===== src/core/nvb_pkg.sv =====
// nvb_pkg: constants and carrier types for the non-volatile byte access block.
// assumes a cpu-side special function register port and one system clock.
package nvb_pkg;

	// register placement
	localparam logic [7:0] NVB_CTRL_ADDR   = 8'h40;
	localparam logic [2:0] NVB_CTRL_BANK   = 3'h1;
	localparam logic [2:0] NVB_DIRECT_BANK = 3'h0;
	localparam logic [7:0] NVB_INDEX_ADDR  = 8'h2c;
	localparam logic [7:0] NVB_VALUE_ADDR  = 8'h2d;

	// nv_control field positions
	localparam int NVB_CTL_PROG_PERMIT  = 3;
	localparam int NVB_CTL_PROG_GO      = 2;
	localparam int NVB_CTL_FETCH_PERMIT = 1;
	localparam int NVB_CTL_FETCH_GO     = 0;

	// reset values
	localparam logic [6:0] NVB_INDEX_RST = 7'h00;
	localparam logic [7:0] NVB_VALUE_RST = 8'h00;
	localparam logic [3:0] NVB_CTRL_RST  = 4'h0;

	// array shape
	localparam int NVB_DEPTH  = 128;
	localparam int NVB_AW     = 7;
	localparam int NVB_DW     = 8;

	// timing counts
	localparam logic [7:0] NVB_WR_SUB_TICKS = 8'h40;
	localparam logic [1:0] NVB_RD_CYCLES    = 2'h2;

	typedef enum logic [1:0] {
		NVB_IDLE  = 2'b00,
		NVB_FETCH = 2'b01,
		NVB_PROG  = 2'b10
	} nvb_state_t;

	// one cpu register access
	typedef struct packed {
		logic [7:0] addr;
		logic [2:0] bank;
		logic       indirect;
		logic       wr;
		logic       rd;
		logic [7:0] wdata;
	} nvb_sfr_req_t;

endpackage : nvb_pkg


===== src/core/nvb_array.sv =====
// nvb_array: 128 x 8 storage with one write and one registered read port.
// assumes the controller issues at most one access per cycle.
`timescale 1ns/100ps
`default_nettype none
module nvb_array
	import nvb_pkg::*;
(
	// clock
	input  wire logic              clk_sys_i,
	// write port
	input  wire logic              we_i,
	input  wire logic [NVB_AW-1:0] waddr_i,
	input  wire logic [NVB_DW-1:0] wdata_i,
	// read port
	input  wire logic [NVB_AW-1:0] raddr_i,
	output logic      [NVB_DW-1:0] rdata_o
);

	// no reset: contents survive like the real cells
	logic [NVB_DW-1:0] cells [NVB_DEPTH];

	always_ff @(posedge clk_sys_i) begin
		if (we_i) begin
			cells[waddr_i] <= wdata_i;
		end
	end

	always_ff @(posedge clk_sys_i) begin
		rdata_o <= cells[raddr_i];
	end

endmodule : nvb_array
`default_nettype wire


===== src/core/nvb_ctrl.sv =====
// nvb_ctrl: byte access controller for the on-chip non-volatile data memory.
// assumes cpu register strobes on clk_sys_i and a free-running slow clock pin.
//
// Function
// - 128 bytes reached one byte per operation via three registers.
// - index and value in bank 0 direct; control at 40h bank 1 indirect.
// - index register holds 7 bits, bit 7 reads zero, resets zero.
// - value register is full 8-bit read/write, resets zero.
// - control bits 7..4 read zero; bits 3..0 reset zero.
// - program permit gates every write cycle.
// - program go starts write; hardware clears it when done.
// - program go ignored unless program permit already set.
// - fetch permit gates every read cycle.
// - fetch go starts read; hardware clears it when done.
// - fetch go ignored unless fetch permit already set.
// - value register holds fetched byte until next read cycle or cpu write to value.
// - write duration timed on slow clock, synchronised before go clears.
// - every write end sets a done request flag.
`timescale 1ns/100ps
`default_nettype none
module nvb_ctrl
	import nvb_pkg::*;
(
	// clock and reset
	input  wire logic         clk_sys_i,
	input  wire logic         rst_n_i,
	// cpu register port
	input  wire nvb_sfr_req_t sfr_req_i,
	output logic       [7:0]  sfr_rdata_o,
	// slow substitute clock pin
	input  wire logic         fsub_i,
	// done request to interrupt logic
	input  wire logic         done_clr_i,
	output logic              nv_done_flag_o,
	// status
	output logic              busy_o
);

	nvb_state_t        state_q;
	logic [NVB_AW-1:0] index_q;
	logic [NVB_DW-1:0] value_q;
	logic              prog_permit_q;
	logic              prog_go_q;
	logic              fetch_permit_q;
	logic              fetch_go_q;
	logic [NVB_AW-1:0] cap_addr_q;
	logic [NVB_DW-1:0] cap_data_q;
	logic [7:0]        sub_cnt_q;
	logic [1:0]        rd_cnt_q;
	logic              fsub_meta_q;
	logic              fsub_sync_q;
	logic              fsub_prev_q;
	logic              mem_we_q;
	logic [NVB_DW-1:0] mem_rdata;
	logic              fsub_rise;
	logic              hit_index;
	logic              hit_value;
	logic              hit_ctrl;
	logic              ctl_wr;
	logic              start_prog;
	logic              start_fetch;
	logic              prog_end;
	logic              fetch_end;
	logic [7:0]        rd_mux;

	assign hit_index = (sfr_req_i.addr == NVB_INDEX_ADDR) &&
	                   (!sfr_req_i.indirect || sfr_req_i.bank == NVB_DIRECT_BANK);
	assign hit_value = (sfr_req_i.addr == NVB_VALUE_ADDR) &&
	                   (!sfr_req_i.indirect || sfr_req_i.bank == NVB_DIRECT_BANK);
	assign hit_ctrl  = (sfr_req_i.addr == NVB_CTRL_ADDR) && sfr_req_i.indirect &&
	                   (sfr_req_i.bank == NVB_CTRL_BANK);
	assign ctl_wr    = sfr_req_i.wr && hit_ctrl;

	assign start_prog  = ctl_wr && sfr_req_i.wdata[NVB_CTL_PROG_GO] && prog_permit_q &&
	                     (state_q == NVB_IDLE);
	// fetch permit must predate go; write takes precedence
	assign start_fetch = ctl_wr && sfr_req_i.wdata[NVB_CTL_FETCH_GO] && fetch_permit_q &&
	                     (state_q == NVB_IDLE) && !start_prog;

	always_ff @(posedge clk_sys_i or negedge rst_n_i) begin
		if (!rst_n_i) begin
			fsub_meta_q <= 1'b0;
			fsub_sync_q <= 1'b0;
			fsub_prev_q <= 1'b0;
		end else begin
			fsub_meta_q <= fsub_i;
			fsub_sync_q <= fsub_meta_q;
			fsub_prev_q <= fsub_sync_q;
		end
	end
	assign fsub_rise = fsub_sync_q && !fsub_prev_q;

	// write ends on last slow tick
	assign prog_end  = (state_q == NVB_PROG) && fsub_rise &&
	                   (sub_cnt_q == NVB_WR_SUB_TICKS - 8'h01);
	assign fetch_end = (state_q == NVB_FETCH) && (rd_cnt_q == NVB_RD_CYCLES - 2'h1);

	always_ff @(posedge clk_sys_i or negedge rst_n_i) begin
		if (!rst_n_i) begin
			state_q <= NVB_IDLE;
		end else begin
			unique case (state_q)
				NVB_IDLE: begin
					if (start_prog) begin
						state_q <= NVB_PROG;
					end else if (start_fetch) begin
						state_q <= NVB_FETCH;
					end
				end
				NVB_FETCH: begin
					if (fetch_end) begin
						state_q <= NVB_IDLE;
					end
				end
				NVB_PROG: begin
					if (prog_end) begin
						state_q <= NVB_IDLE;
					end
				end
				default: begin
					state_q <= NVB_IDLE;
				end
			endcase
		end
	end

	// cycle counters
	always_ff @(posedge clk_sys_i or negedge rst_n_i) begin
		if (!rst_n_i) begin
			sub_cnt_q <= 8'h00;
			rd_cnt_q  <= 2'h0;
		end else begin
			if (state_q != NVB_PROG) begin
				sub_cnt_q <= 8'h00;
			end else if (fsub_rise) begin
				sub_cnt_q <= sub_cnt_q + 8'h01;
			end
			if (state_q != NVB_FETCH) begin
				rd_cnt_q <= 2'h0;
			end else begin
				rd_cnt_q <= rd_cnt_q + 2'h1;
			end
		end
	end

	always_ff @(posedge clk_sys_i or negedge rst_n_i) begin
		if (!rst_n_i) begin
			index_q <= NVB_INDEX_RST;
		end else if (sfr_req_i.wr && hit_index) begin
			index_q <= sfr_req_i.wdata[NVB_AW-1:0];
		end
	end

	// value register; fetched byte held until next load
	always_ff @(posedge clk_sys_i or negedge rst_n_i) begin
		if (!rst_n_i) begin
			value_q <= NVB_VALUE_RST;
		end else if (fetch_end) begin
			value_q <= mem_rdata;
		end else if (sfr_req_i.wr && hit_value) begin
			value_q <= sfr_req_i.wdata;
		end
	end

	// control bits; permits are plain storage
	always_ff @(posedge clk_sys_i or negedge rst_n_i) begin
		if (!rst_n_i) begin
			prog_permit_q  <= NVB_CTRL_RST[NVB_CTL_PROG_PERMIT];
			fetch_permit_q <= NVB_CTRL_RST[NVB_CTL_FETCH_PERMIT];
		end else if (ctl_wr) begin
			prog_permit_q  <= sfr_req_i.wdata[NVB_CTL_PROG_PERMIT];
			fetch_permit_q <= sfr_req_i.wdata[NVB_CTL_FETCH_PERMIT];
		end
	end

	// go bits set by start, cleared only by hardware
	always_ff @(posedge clk_sys_i or negedge rst_n_i) begin
		if (!rst_n_i) begin
			prog_go_q  <= NVB_CTRL_RST[NVB_CTL_PROG_GO];
			fetch_go_q <= NVB_CTRL_RST[NVB_CTL_FETCH_GO];
		end else begin
			if (start_prog) begin
				prog_go_q <= 1'b1;
			end else if (prog_end) begin
				prog_go_q <= 1'b0;
			end
			if (start_fetch) begin
				fetch_go_q <= 1'b1;
			end else if (fetch_end) begin
				fetch_go_q <= 1'b0;
			end
		end
	end

	// capture index and value at write start
	always_ff @(posedge clk_sys_i or negedge rst_n_i) begin
		if (!rst_n_i) begin
			cap_addr_q <= NVB_INDEX_RST;
			cap_data_q <= NVB_VALUE_RST;
			mem_we_q   <= 1'b0;
		end else begin
			if (start_prog) begin
				cap_addr_q <= index_q;
				cap_data_q <= value_q;
			end
			// cell write lands one cycle after the go bit clears
			mem_we_q <= prog_end;
		end
	end

	// done request; a new end beats a clear
	always_ff @(posedge clk_sys_i or negedge rst_n_i) begin
		if (!rst_n_i) begin
			nv_done_flag_o <= 1'b0;
		end else if (prog_end) begin
			nv_done_flag_o <= 1'b1;
		end else if (done_clr_i) begin
			nv_done_flag_o <= 1'b0;
		end
	end

	nvb_array u_array (
		.clk_sys_i (clk_sys_i),
		.we_i      (mem_we_q),
		.waddr_i   (cap_addr_q),
		.wdata_i   (cap_data_q),
		.raddr_i   (index_q),
		.rdata_o   (mem_rdata)
	);

	always_comb begin
		rd_mux = 8'h00;
		if (hit_index) begin
			rd_mux = {1'b0, index_q};
		end else if (hit_value) begin
			rd_mux = value_q;
		end else if (hit_ctrl) begin
			rd_mux = {4'h0, prog_permit_q, prog_go_q, fetch_permit_q, fetch_go_q};
		end
	end

	always_ff @(posedge clk_sys_i or negedge rst_n_i) begin
		if (!rst_n_i) begin
			sfr_rdata_o <= 8'h00;
		end else if (sfr_req_i.rd) begin
			sfr_rdata_o <= rd_mux;
		end
	end

	assign busy_o = (state_q != NVB_IDLE);

endmodule : nvb_ctrl
`default_nettype wire


===== config.mk =====
export PLATFORM = sky130hd
export DESIGN_NAME = nvb_ctrl
export DESIGN_NICKNAME = d
export VERILOG_FILES = /design/src/core/nvb_pkg.sv /design/src/core/nvb_array.sv /design/src/core/nvb_ctrl.sv
export SDC_FILE = /design/constraint.sdc
export NUM_CORES = 1
export LEC_CHECK = 0
export BUFFER_PORTS_ARGS = -buffer_cell sky130_fd_sc_hd__buf_2
export CORE_ASPECT_RATIO = 1.1
export CORE_MARGIN = 5
export CORE_UTILIZATION = 50
export CTS_CLUSTER_SIZE = 8
export DETAILED_ROUTE_END_ITERATION = 10
export GPL_TIMING_DRIVEN = 0
export PLACE_DENSITY = 0.76
export SLEW_MARGIN = 20
export SYNTH_ARGS = -nofsm -noshare
export SYNTH_HDL_FRONTEND = slang
export SYNTH_SLANG_ARGS = --single-unit
export TNS_END_PERCENT = 100

===== constraint.sdc =====
create_clock -name clk_sys_i -period 8.75 [get_ports clk_sys_i]
set_clock_uncertainty 0.1 [all_clocks]
set_input_delay 2.1875 -clock clk_sys_i [delete_from_list [all_inputs] [get_ports clk_sys_i]]
set_output_delay 2.1875 -clock clk_sys_i [all_outputs]
set_load 0.005 [all_outputs]

==> summary.md <==
| Metric | Value |
|---|---|
| Status | `finished clean` |
| Post-CTS setup buffers | `0` |
| Max Cap Viol | `0` |
| CTS Buf Count | `154` |
| Overflow after GRT | `0` |
| Startpoint types | `flop` |
| Vias | `20.82k` |
| Die ar. | `90,320 um^2` |
| GRT Total Usage | `23.49%` |
| Arr. time, crit path | `4.85 ns` |
| Commonest non-fill, non-tap cells in the layout | `edfxtp_1, mux4_2, clkbuf_16` |
| Setup violators final | `0` |
| Final worst-path cycle share | `49.25%` |
| Die Ht | `314.7 um` |
| RSZ-0062 raised after global routing | `false` |
| Routability cong. | `0.9251` |
| First-pass GRT wire length | `152.4 mm` |
| Die W | `287 um` |
| Critical path class | `reg -> reg` |
| Post-synthesis cell count | `1,837` |
| Initial drt markers | `2,899` |
| Setup_tns | `0 ns` |
| Logic pwr share | `1.2%` |
| Max Clock Freq | `232.1 MHz` |
| Area of the multi-input gates | `9410 um^2` |
| Largest net degree at the start of global routing | `74` |
| Initial core utilization | `50.48%` |
| First-pass detailed-route iteration total | `6` |
| Syn. warnings | `0` |
| Clk_lat worst skew | `0.75 ns` |
| CTS tree | `built` |
| Drt via density | `6.455` |
| Worst Path Buf+Inv | `3` |
| Flop2flop setup slack | `4.44 ns` |
| FILL cells | `5,742` |
| Critical-path top delay cell | `clkbuf_1` |
| Worst IR Drop VDD | `0.0001821 V` |
| Final Slew Violations | `0` |
| Post-route DRC | `0` |
| Clock power frac | `48.4%` |
| Post-Syn Nets | `1,865` |
| Seq/Total Area, Yosys | `76.74%` |
| Wirelength, routed | `104.5 mm` |
| CP delay by family, top | `buffers and inverters` |
| Final antenna-violating net count | `0` |
| Synth Cell Area | `42,200 um^2` |
| Min-delay worst type | `reg -> reg` |
| CP max FO | `10` |
| Wire per inst | `32.41 um` |
| # resized after CTS | `0` |
| Rel. slew slack | `24.89%` |
| Least-Margin Pin Slew | `1.124 ns` |
| Number of port buffers | `35` |
| Commonest non-fill, non-tap cell in the layout | `edfxtp_1` |
| CTS HTree Levels | `4` |
| Final HPWL DP | `63.61 mm` |
| CP Cell Sequence | `clkbuf_1, clkbuf_1, buf_1, mux4_2, mux4_2, mux4_2, mux2_2` |
| Vias in the first global route | `21.82k` |
| Boundary Pins | `36` |
| P_leak | `0.01782 uW` |
| Required @ worst endpoint | `9.29 ns` |
| Core ar. | `83,610 um^2` |
| Share of cells above drive strength 1 | `31.71%` |
| Reg power frac | `50.4%` |
| Final core utilization | `58.03%` |
| Period minus WS final | `4.309 ns` |
| Register Area | `32,420 um^2` |
| Number of distinct library cells after synthesis | `40` |
| TritonCTS sink count | `1,091` |
| Nets | `2,068` |
| Internal Power | `8945 uW` |
| Worst R2R Start | `index_q[2]` |
| Clock transition at path regs | `0.05 ns` |
| Critical path's largest stage delay | `0.81 ns` |
| Row cnt | `111` |
| Number of synthesized register bits | `1,091` |
| HP Start | `fsub_meta_q` |
| Root buf cell | `clkbuf_16` |
| Final Hold Fails | `0` |
| CP most frequent cell | `mux4_2` |
| Critical Path End Type | `flop` |
| Initial antenna violation count | `2` |
| Pwr per Cell Area | `230.7 nW/um^2` |
| Syn avg cell area | `22.97 um^2` |
| Sw Pwr | `2250 uW` |
| Layout overhead on the synthesized area | `14.97%` |
| Switching Share | `20.10%` |
| Deepest clock path buffer count | `3` |
| Hold Buf Count CTS | `0` |
| Crit path launch | `index_q[2]` |
cells in the mapped netlist:
cell type  instances  area (um^2)
a21o_1             1        7.510
a21oi_1            1        5.000
a221oi_1           3        26.28
a22o_1             3        26.28
a22oi_1            1        7.510
a31oi_1            1        6.260
and3_1             4        25.02
and4_1             1        8.760
and4b_1            1        10.01
buf_1             19        71.32
buf_2             24        120.1
buf_4              1        7.510
buf_6              3        33.78
clkbuf_1          52        195.2
dfrtp_1           59         1476
dfxtp_1            8        160.2
edfxtp_1        1024        30750
ha_1               2        25.02
inv_1              6        22.52
mux2_2            51        574.3
mux2i_1            4        40.04
mux4_2           336         7567
nand2_1           20        75.07
nand2b_1           6        37.54
nand3_1           15        75.07
nand3b_1           1        7.510
nand4_1            8        50.05
nand4b_1           1        8.760
nor2_1           143        536.8
nor2b_1            8        50.05
nor3_1            11        55.05
nor3b_1            2        15.01
nor4_1             1        6.260
nor4bb_1           1        10.01
o21ai_0            4        20.02
o31ai_1            2        15.01
or2_2              1        6.260
or3_1              1        6.260
xnor2_1            1        8.760
xor2_1             6        52.55
layout make-up:
cell class | instances | area share (%)
antenna | 1 | 0.005158
buffer | 99 | 0.9155
clock buffer | 197 | 8.428
clock inverter | 13 | 0.5854
inverter | 6 | 0.04642
multi-input combinational | 641 | 19.40
sequential | 1091 | 66.81
tap | 1130 | 2.914
timing repair buffer | 47 | 0.8974
power by group through the flow:
| stage | Combinational [uW] | Sequential, uW | Clock (uW) |
|---|---|---|---|
| final | 134 | 5640 | 5420 |
| after global routing | 143 | 5630 | 5720 |
| after CTS | 135 | 5640 | 5460 |
| after detailed placement | 133 | 5740 | 0 |
| after global placement | 130 | 5740 | 0 |
| after floorplan | 85.0 | 5740 | 0 |
flip-flops by register name, summed over array words and instances (netlist names):
| name | flops |
|---|---|
| fetch_go_q | 1 |
| sfr_rdata_o | 8 |
| prog_go_q | 1 |
| index_q | 7 |
| fsub_prev_q | 1 |
| prog_permit_q | 1 |
| nv_done_flag_o | 1 |
| cap_addr_q | 7 |
| sub_cnt_q | 8 |
| state_q | 2 |
| fetch_permit_q | 1 |
| rd_cnt_q | 2 |
| u_array.cells | 1024 |
| cap_data_q | 8 |
| u_array.rdata_o | 8 |
| fsub_sync_q | 1 |
| fsub_meta_q | 1 |
| value_q | 8 |
| mem_we_q | 1 |
per-stage QoR:
step           setup slack [ns]  total power, uW  std cells  hold WS, ns  instance area [um^2]
5_1_grt                   4.461            11490       3224       0.2628                 48520
6_report                  4.441            11190       3225       0.2546                 48520
4_1_cts                   4.471            11230       3224       0.2614                 48510
3_5_place_dp              4.236             5870       3014       0.2363                 44130
2_1_floorplan             4.853             5821       1837       0.2312                 42200
3_3_place_gp              4.330             5867       3002       0.2442                 43790
worst paths after layout:
| check | end | depth (start not counted) |
|---|---|---|
| min | fsub_sync_q | 0 |
| max reg2reg | u_array.rdata_o[1] | 7 |
| min in group asynchronous | sub_cnt_q[7] | 1 |
| max | u_array.rdata_o[1] | 7 |
| min reg2reg | fsub_sync_q | 0 |
| max in group asynchronous | cap_data_q[5] | 1 |
worst reg2reg max path, delay by kind of cell (launching register included):
kind	cells	cell delay (ns)
flops	1	0.32
mux	4	1.84
buf+inv	3	1.92
cell families after synthesis:
group / share of synthesized area (%)
buffers and inverters: 1.067
XOR/XNOR: 0.1453
AO/OA/AOI/OAI: 0.2698
multiplexers: 19.39
flip-flops: 76.74
AND/OR/NAND/NOR: 2.330
adder cells (fa/ha/maj): 0.05929
layer usage:
metal	global-route usage, %	up-vias	wire, um
met5	0.1630	-	13
met4	10.60	2	5395
met3	6.269	285	10760
met2	38.43	1474	52130
met1	29.89	10940	36220
li1	-	8113	-
No activity file was read; power rests on OpenSTA's default activity.
